### src/pcd_defines.svh
// Purpose: constants for the program-counter operand specifier decoder
// Assumes: byte-wide instruction stream, 32-bit addresses
// Notes: modes are the high nibble of a specifier byte
`ifndef PCD_DEFINES_SVH
`define PCD_DEFINES_SVH
`define PCD_PC_REG 4'hf
`define PCD_MODE_LSB 4
`define PCD_MODE_IMM 4'h8
`define PCD_MODE_ABS 4'h9
`define PCD_MODE_BREL 4'ha
`define PCD_MODE_BRELD 4'hb
`define PCD_MODE_WREL 4'hc
`define PCD_MODE_WRELD 4'hd
`define PCD_MODE_LREL 4'he
`define PCD_MODE_LRELD 4'hf
`define PCD_MODE_INDEX 4'h4
`define PCD_MODE_REG 4'h5
`define PCD_PC_RESET 32'h0000_0000
`endif

### src/pcd_pkg.sv
// Purpose: types shared by the decoder files
// Assumes: nothing beyond the defines header
// Notes: request kinds for the decoder front end
package pcd_pkg;
    // Kind of work the decoder is asked to do
    typedef enum logic [1:0] {
        PCD_REQ_OPCODE = 2'h0,
        PCD_REQ_SPEC = 2'h1,
        PCD_REQ_BRANCH = 2'h2
    } pcd_req_t;
    // Size of a trailing field in bytes minus one
    typedef logic [1:0] pcd_size_t;
endpackage : pcd_pkg

### src/pcd_acc_if.sv
// Purpose: carrier between decoder control and byte accumulator
// Assumes: one clock
// Notes: accumulator gathers little-endian bytes
`timescale 1ns/1ps
interface pcd_acc_if;
    logic clear;          // Start a new field
    logic load;           // Take one byte
    logic [7:0] byte_in;  // Byte to take
    logic [1:0] index;    // Byte position in field
    logic [31:0] value;   // Gathered field
    modport ctl (output clear, output load, output byte_in, output index, input value);
    modport acc (input clear, input load, input byte_in, input index, output value);
endinterface : pcd_acc_if

### src/pcd_decoder.sv
// Purpose: decode program-counter operand specifiers and branch targets
// Assumes: caller presents stream bytes with valid/ready, one per cycle
// Notes: relative deferred modes read memory through a simple request port; absolute does not
`timescale 1ns/1ps
`include "pcd_defines.svh"
module pcd_decoder (
    // Clock and reset
    input wire logic sys_clk,
    input wire logic rst_n,
    // Program counter load (redirect)
    input wire logic pc_load,
    input wire logic [31:0] pc_load_value,
    // Request
    input wire logic req_valid,
    input wire pcd_pkg::pcd_req_t req_kind,
    input wire logic [7:0] req_byte,
    input wire pcd_pkg::pcd_size_t req_size,
    output logic req_ready,
    // Trailing byte stream
    input wire logic byte_valid,
    input wire logic [7:0] byte_data,
    output logic byte_ready,
    // Memory read for deferred modes
    output logic mem_req,
    output logic [31:0] mem_addr,
    input wire logic mem_ack,
    input wire logic [31:0] mem_data,
    // Results
    output logic [31:0] pc_value,
    output logic res_valid,
    output logic res_is_addr,
    output logic [31:0] res_value,
    output logic res_unpredictable,
    output logic res_not_pc
);
    import pcd_pkg::*;

    // Controller states, one-hot
    typedef enum logic [3:0] {
        PCD_IDLE = 4'b0001,
        PCD_FETCH = 4'b0010,
        PCD_CALC = 4'b0100,
        PCD_MEM = 4'b1000
    } pcd_state_t;

    pcd_state_t state_ff, nxt_state;
    logic [31:0] pc_ff, nxt_pc;          // Program counter
    logic [3:0] mode_ff, nxt_mode;       // Latched mode field
    logic branch_ff, nxt_branch;         // Branch displacement in progress
    logic [1:0] cnt_ff, nxt_cnt;         // Bytes taken so far
    logic [1:0] last_ff, nxt_last;       // Field size minus one
    logic res_valid_ff, nxt_res_valid;
    logic res_addr_ff, nxt_res_addr;
    logic [31:0] res_ff, nxt_res;
    logic unp_ff, nxt_unp;
    logic notpc_ff, nxt_notpc;
    pcd_acc_if acc_bus ();

    // Specifier split into mode and register
    wire [3:0] spec_mode = req_byte[7:`PCD_MODE_LSB];
    wire [3:0] spec_reg = req_byte[3:0];
    wire names_pc = (spec_reg == `PCD_PC_REG);
    wire reg_or_idx = (spec_mode == `PCD_MODE_REG) || (spec_mode == `PCD_MODE_INDEX);
    wire deferred = (mode_ff == `PCD_MODE_ABS) || (mode_ff == `PCD_MODE_BRELD)
        || (mode_ff == `PCD_MODE_WRELD) || (mode_ff == `PCD_MODE_LRELD);
    wire take = (state_ff == PCD_FETCH) && byte_valid;
    wire field_done = take && (cnt_ff == last_ff);

    // Field size of a PC mode: byte, word or longword after the specifier
    function automatic logic [1:0] field_size(input logic [3:0] m, input logic [1:0] imm);
        logic [1:0] s;
        s = 2'h3;
        if (m == `PCD_MODE_IMM) begin
            s = imm;
        end else if (m == `PCD_MODE_BREL || m == `PCD_MODE_BRELD) begin
            s = 2'h0;
        end else if (m == `PCD_MODE_WREL || m == `PCD_MODE_WRELD) begin
            s = 2'h1;
        end
        return s;
    endfunction : field_size

    // Sign extension of a byte or word displacement to 32 bits
    function automatic logic [31:0] sext(input logic [31:0] v, input logic [1:0] sz);
        logic [31:0] r;
        r = v;
        if (sz == 2'h0) begin
            r = {{24{v[7]}}, v[7:0]};
        end else if (sz == 2'h1) begin
            r = {{16{v[15]}}, v[15:0]};
        end
        return r;
    endfunction : sext

    // Last field byte merged with the gathered bytes
    logic [31:0] merged;
    always_comb begin
        merged = acc_bus.value;
        merged[cnt_ff*8 +: 8] = byte_data;
    end

    // Relative sum uses the counter past the final byte; field_done adds it
    wire [31:0] pc_after = pc_ff + 32'h0000_0001;
    wire [31:0] rel_sum = pc_after + sext(merged, last_ff);

    assign acc_bus.clear = (state_ff == PCD_IDLE);
    assign acc_bus.load = take;
    assign acc_bus.byte_in = byte_data;
    assign acc_bus.index = cnt_ff;
    assign req_ready = (state_ff == PCD_IDLE);
    assign byte_ready = (state_ff == PCD_FETCH);
    assign mem_req = (state_ff == PCD_MEM);
    assign mem_addr = res_ff;

    // Controller: decode, gather trailing bytes, form result
    always_comb begin
        nxt_state = state_ff;
        nxt_pc = pc_ff;
        nxt_mode = mode_ff;
        nxt_branch = branch_ff;
        nxt_cnt = cnt_ff;
        nxt_last = last_ff;
        nxt_res_valid = 1'b0;
        nxt_res_addr = res_addr_ff;
        nxt_res = res_ff;
        nxt_unp = unp_ff;
        nxt_notpc = notpc_ff;
        unique case (state_ff)
            PCD_IDLE: begin
                if (req_valid) begin
                    nxt_pc = pc_ff + 32'h0000_0001;
                    nxt_cnt = 2'h0;
                    nxt_branch = (req_kind == PCD_REQ_BRANCH);
                    nxt_mode = spec_mode;
                    if (req_kind == PCD_REQ_BRANCH) begin
                        // Branch: req_size picks byte or word displacement
                        nxt_last = {1'b0, req_size[0]};
                        nxt_pc = pc_ff;                       // Opcode already counted
                        nxt_state = PCD_FETCH;
                    end else if (req_kind == PCD_REQ_SPEC) begin
                        nxt_notpc = !names_pc;
                        nxt_unp = names_pc && reg_or_idx;
                        if (names_pc && spec_mode[3]) begin
                            nxt_last = field_size(spec_mode, req_size);
                            nxt_state = PCD_FETCH;
                        end else begin
                            // Other modes belong to the general path; flag only
                            nxt_res_valid = 1'b1;
                            nxt_res_addr = 1'b0;
                            nxt_res = 32'h0000_0000;
                        end
                    end
                end
            end
            PCD_FETCH: begin
                if (take) begin
                    nxt_pc = pc_ff + 32'h0000_0001;
                    nxt_cnt = cnt_ff + 2'h1;
                    if (field_done) begin
                        nxt_state = PCD_CALC;
                    end
                end
                if (field_done) begin
                    if (branch_ff) begin
                        nxt_res = rel_sum;
                        nxt_res_addr = 1'b1;
                    end else if (mode_ff == `PCD_MODE_IMM) begin
                        nxt_res = merged;
                        nxt_res_addr = 1'b0;
                    end else if (mode_ff == `PCD_MODE_ABS) begin
                        nxt_res = merged;
                        nxt_res_addr = 1'b1;
                    end else begin
                        nxt_res = rel_sum;
                        nxt_res_addr = 1'b1;
                    end
                end
            end
            PCD_CALC: begin
                if (!branch_ff && deferred && mode_ff != `PCD_MODE_ABS) begin
                    nxt_state = PCD_MEM;
                end else begin
                    nxt_res_valid = 1'b1;
                    nxt_state = PCD_IDLE;
                end
            end
            PCD_MEM: begin
                if (mem_ack) begin
                    nxt_res = mem_data;
                    nxt_res_valid = 1'b1;
                    nxt_state = PCD_IDLE;
                end
            end
            default: begin
                nxt_state = PCD_IDLE;
            end
        endcase
        if (pc_load) begin
            nxt_pc = pc_load_value;
        end
    end

    // State registers
    always_ff @(posedge sys_clk or negedge rst_n) begin
        if (!rst_n) begin
            state_ff <= PCD_IDLE;
            pc_ff <= `PCD_PC_RESET;
            mode_ff <= 4'h0;
            branch_ff <= 1'b0;
            cnt_ff <= 2'h0;
            last_ff <= 2'h0;
        end else begin
            state_ff <= nxt_state;
            pc_ff <= nxt_pc;
            mode_ff <= nxt_mode;
            branch_ff <= nxt_branch;
            cnt_ff <= nxt_cnt;
            last_ff <= nxt_last;
        end
    end

    // Result registers
    always_ff @(posedge sys_clk or negedge rst_n) begin
        if (!rst_n) begin
            res_valid_ff <= 1'b0;
            res_addr_ff <= 1'b0;
            res_ff <= 32'h0000_0000;
            unp_ff <= 1'b0;
            notpc_ff <= 1'b0;
        end else begin
            res_valid_ff <= nxt_res_valid;
            res_addr_ff <= nxt_res_addr;
            res_ff <= nxt_res;
            unp_ff <= nxt_unp;
            notpc_ff <= nxt_notpc;
        end
    end

    // Byte accumulator
    pcd_accum u_accum (
        .sys_clk(sys_clk),
        .rst_n(rst_n),
        .acc(acc_bus.acc)
    );

    assign pc_value = pc_ff;
    assign res_valid = res_valid_ff;
    assign res_is_addr = res_addr_ff;
    assign res_value = res_ff;
    assign res_unpredictable = unp_ff;
    assign res_not_pc = notpc_ff;
endmodule : pcd_decoder

### src/pcd_accum.sv
// Purpose: gathers up to four stream bytes into a longword
// Assumes: bytes arrive least significant first
// Notes: value is a register
`timescale 1ns/1ps
module pcd_accum (
    // Clock and reset
    input wire logic sys_clk,
    input wire logic rst_n,
    // Control side
    pcd_acc_if.acc acc
);
    logic [31:0] value_ff;
    logic [31:0] nxt_value;
    // Place the byte in its lane; clear drops older lanes
    always_comb begin
        nxt_value = acc.clear ? 32'h0000_0000 : value_ff;
        if (acc.load) begin
            nxt_value[acc.index*8 +: 8] = acc.byte_in;
        end
    end
    // Field register
    always_ff @(posedge sys_clk or negedge rst_n) begin
        if (!rst_n) begin
            value_ff <= 32'h0000_0000;
        end else begin
            value_ff <= nxt_value;
        end
    end
    assign acc.value = value_ff;
endmodule : pcd_accum

### config.mk
export PLATFORM = sky130hd
export DESIGN_NAME = pcd_decoder
export DESIGN_NICKNAME = d
export VERILOG_FILES = /design/src/pcd_pkg.sv /design/src/pcd_acc_if.sv /design/src/pcd_decoder.sv /design/src/pcd_accum.sv
export VERILOG_INCLUDE_DIRS = /design/src /design/src/src
export SDC_FILE = /design/constraint.sdc
export NUM_CORES = 1
export LEC_CHECK = 0
export BUFFER_PORTS_ARGS = -buffer_cell sky130_fd_sc_hd__buf_2
export CAP_MARGIN = 40
export CORE_ASPECT_RATIO = 0.5
export CORE_MARGIN = 10
export CORE_UTILIZATION = 40
export DETAILED_ROUTE_END_ITERATION = 7
export GPL_TIMING_DRIVEN = 0
export SETUP_SLACK_MARGIN = 0.15
export SLEW_MARGIN = 10
export SYNTH_ARGS = -nofsm -noshare
export SYNTH_HDL_FRONTEND = slang
export SYNTH_SLANG_ARGS = --single-unit
### constraint.sdc
create_clock -name sys_clk -period 12.95 [get_ports sys_clk]
set_input_delay 2.59 -clock sys_clk [delete_from_list [all_inputs] [get_ports sys_clk]]
set_output_delay 2.59 -clock sys_clk [all_outputs]
set_load 0.05 [all_outputs]
==> run summary <==
Skew-Pair Late Insertion Delay: 0.44 ns
Die Width: 228.7 um
share of layout cells above drive strength 1: 24.58%
Syn-to-layout area delta: 22.13%
Critical Path Sink Type: register
R2R cell count: 19
Max Slew Vio Count: 0
vias in the first global route: 8,345
Tmin final: 6.033 ns
Initial DRC Count: 706
max cap viols: 0
vias per cell: 5.503
setup TNS: 0 ns
CP startpoint kind: input pin
dominant synthesized flop cell: dfrtp_1
Setup WS post-layout: 6.917 ns
root buf cell: clkbuf_16
leading area contributor after synthesis: dfrtp_1
antenna violations before repair: 1
syn_nets: 1,172
largest net degree at the start of global routing: 71
DIE AREA: 28,450 um2
Slew headroom: 49.42%
Post-CTS Setup Inserts: 0
synth unique cells: 88
worst r2r src: acc_bus.index[0]$_DFFE_PN0P_
Syn Inst Count: 1,042
dpl ws: 6.547 ns
Finished Layout Cells: 1,562
RSZ-0062 raised after global routing: false
leakage power: 0.004844 uW
IO Pins: 193
CTS tree: yes
met3 Usage GRT: 7.617%
GR Util met2: 32.47%
gp weighted congestion: 0.9888
Post-CTS Hold Fix Bufs: 0
first-pass GRT wire length: 48.75 mm
core box area: 21,540 um2
crit path max fanout: 10
DRC errors left: 0
Detailed Routing Iterations Pass 1: 6
register area: 2829 um2
Buffers on Ports: 184
total grt overflow: 0
Syn. warnings: 0
Multi-input gate area: 5263 um2
post-DR wirelength/cell: 20.11 um
EDFF count, synth: 0
CP arrival: 6.35 ns
Avg Cell Area, Syn: 8.362 um2
Critical Path Source: byte_data[7]
Post-synth ARST share: 100.0%
initial core utilization: 40.46%
Hold Startpoint: mode_ff[1]$_DFFE_PN0P_
Final Hold Viols: 0
most frequent cell after synthesis: nand2_1
HP Class: register to register
Total GRT Usage: 21.77%
WHS Path Cells: 2
row cnt: 38
worst-margin pin slew: 0.7567 ns
Final HPWL DP: 24.88 mm
critical path class: input pin to register
global-route met1 utilization: 28.59%
H-tree depth: 4
fin crit share: 46.58%
nets: 1,378
busiest grt layer: met2
fill count: 2,134
Detailed Route WL: 31.41 mm
area share of the largest cell type after synthesis: 32.17%
Max Clk Rate: 165.8 MHz
sequential area share after synthesis: 32.47%
top area cells in the synthesized netlist: dfrtp_1 32%, nand2_1 5.9%, ha_1 5.6%, xnor2_1 5.5%, a21oi_1 5.2%
Post-Syn Area: 8713 um2
total number of vias: 8,596
Reg clk slew, reported paths: 0.06 ns
Post-synth top cells: 138 x nand2_1, 112 x dfrtp_1, 90 x a21oi_1, 74 x nor2_1, 72 x o21ai_0
IR Drop Worst-Case VDD: 189.8 uV
remaining antenna violation count: 0
PwrDens: 278.6 nW/um2
clk buf depth: 2
clk sinks: 113
Critical Path RT: 13.27 ns
Worst Skew: 0.01066 ns
Die H: 124.4 um
total clock buffers created by CTS: 17
placed cells: 1,528
status: finished, final reports clean
post-CTS sizing: 0
Final setup violation count: 0
Synth Register Bits: 113
-- worst max-delay path, stage by stage --
cell and delay (ns):
clkbuf_1 0.24, a221oi_4 0.54, or2_2 0.20, buf_2 0.21
clkbuf_1 0.36, a21oi_1 0.14, ha_1 0.31, clkbuf_1 0.20
a21o_1 0.20, a21o_1 0.17, a21oi_1 0.19, o21ai_0 0.13
a211oi_2 0.34, o21ai_0 0.18, xnor2_1 0.22, o21ai_0 0.10
-- area by class of cell --
cell class              instances  area share (%)
inverters                      24          0.8583
clock inverters                15           1.505
diodes                          1         0.02352
clock buffers                  17           3.998
well taps                     300           3.527
plain buffers                  97           4.985
flip-flops and latches        113           26.58
multi-input cells             808           49.45
repair buffers                187           9.065
-- per-stage QoR --
step                hold WS, ns  cell area, um2  power [uW]  util (%)
floorplan                0.4422            8713        1982         -
global placement         0.4679           10010        2441     46.47
detailed placement       0.4780           10050        2465     46.65
CTS                      0.4933           10630        2954     49.37
global route             0.5216           10640        3163     49.41
finish                   0.4930           10640        2965     49.41
-- flip-flops by register name, indices dropped and copies added (netlist names) --
register           flops
mem_addr              32
pc_value              32
u_accum.acc.value     32
mode_ff                4
state_ff               4
acc_bus.index          2
last_ff                2
branch_ff              1
res_is_addr            1
res_not_pc             1
res_unpredictable      1
res_valid              1
-- power breakdown --
part	switching (uW)	total (uW)	internal, uW
clock network	191	475	284
logic	1330	1960	635
registers	81.3	527	446
total	1600	2960	1370
-- layout by cell type (no fill, tap or decap), drive strengths merged, types with 4 or more instances in the layout --
| cell type | count |
|---|---|
| a21oi | 91 |
| o211ai | 12 |
| and3 | 13 |
| nand4 | 9 |
| nand2b | 7 |
| o21bai | 5 |
| nor2b | 22 |
| nor3 | 15 |
| mux2 | 6 |
| xor2 | 32 |
| a22oi | 12 |
| a31oi | 25 |
| nand2 | 139 |
| a22o | 38 |
| inv | 26 |
| clkbuf | 58 |
| a211oi | 4 |
| buf | 243 |
| o21ai | 81 |
| a21o | 21 |
| clkinvlp | 5 |
| nand3 | 19 |
| or2 | 6 |
| a221oi | 12 |
| nor2 | 79 |
| clkinv | 6 |
| o21a | 6 |
| dfrtp | 112 |
| and2 | 6 |
| nor4 | 5 |
| and4 | 5 |
| xnor2 | 55 |
| ha | 39 |
-- kinds of logic after synthesis --
group	share of synthesized area [%]
AO/OA/AOI/OAI	25.27
XOR/XNOR	9.018
adder cells (fa/ha/maj)	5.830
buffers and inverters	7.137
flip-flops	32.47
multiplexers	1.005
AND/OR/NAND/NOR	19.27
-- final timing paths --
path | endpoint | slack [ns]
worst max-delay path | mem_addr[30]$_DFFE_PN0P_ | 6.92
worst min-delay path | mode_ff[1]$_DFFE_PN0P_ | 0.49
worst max register to register | mem_addr[30]$_DFFE_PN0P_ | 7.98
worst min register to register | mode_ff[1]$_DFFE_PN0P_ | 0.49
max in group asynchronous | pc_value[7]$_DFFE_PN0P_ | 10.16
min in group asynchronous | res_valid$_DFF_PN0_ | 2.07
-- per-layer routing --
layer  wire (um)  share of wire (%)
met1       14530                 46
met2       13640                 43
met3        2563                8.2
met4         685                2.2
met5           0                  0
Note: power is estimated with default switching activity, not from simulation.
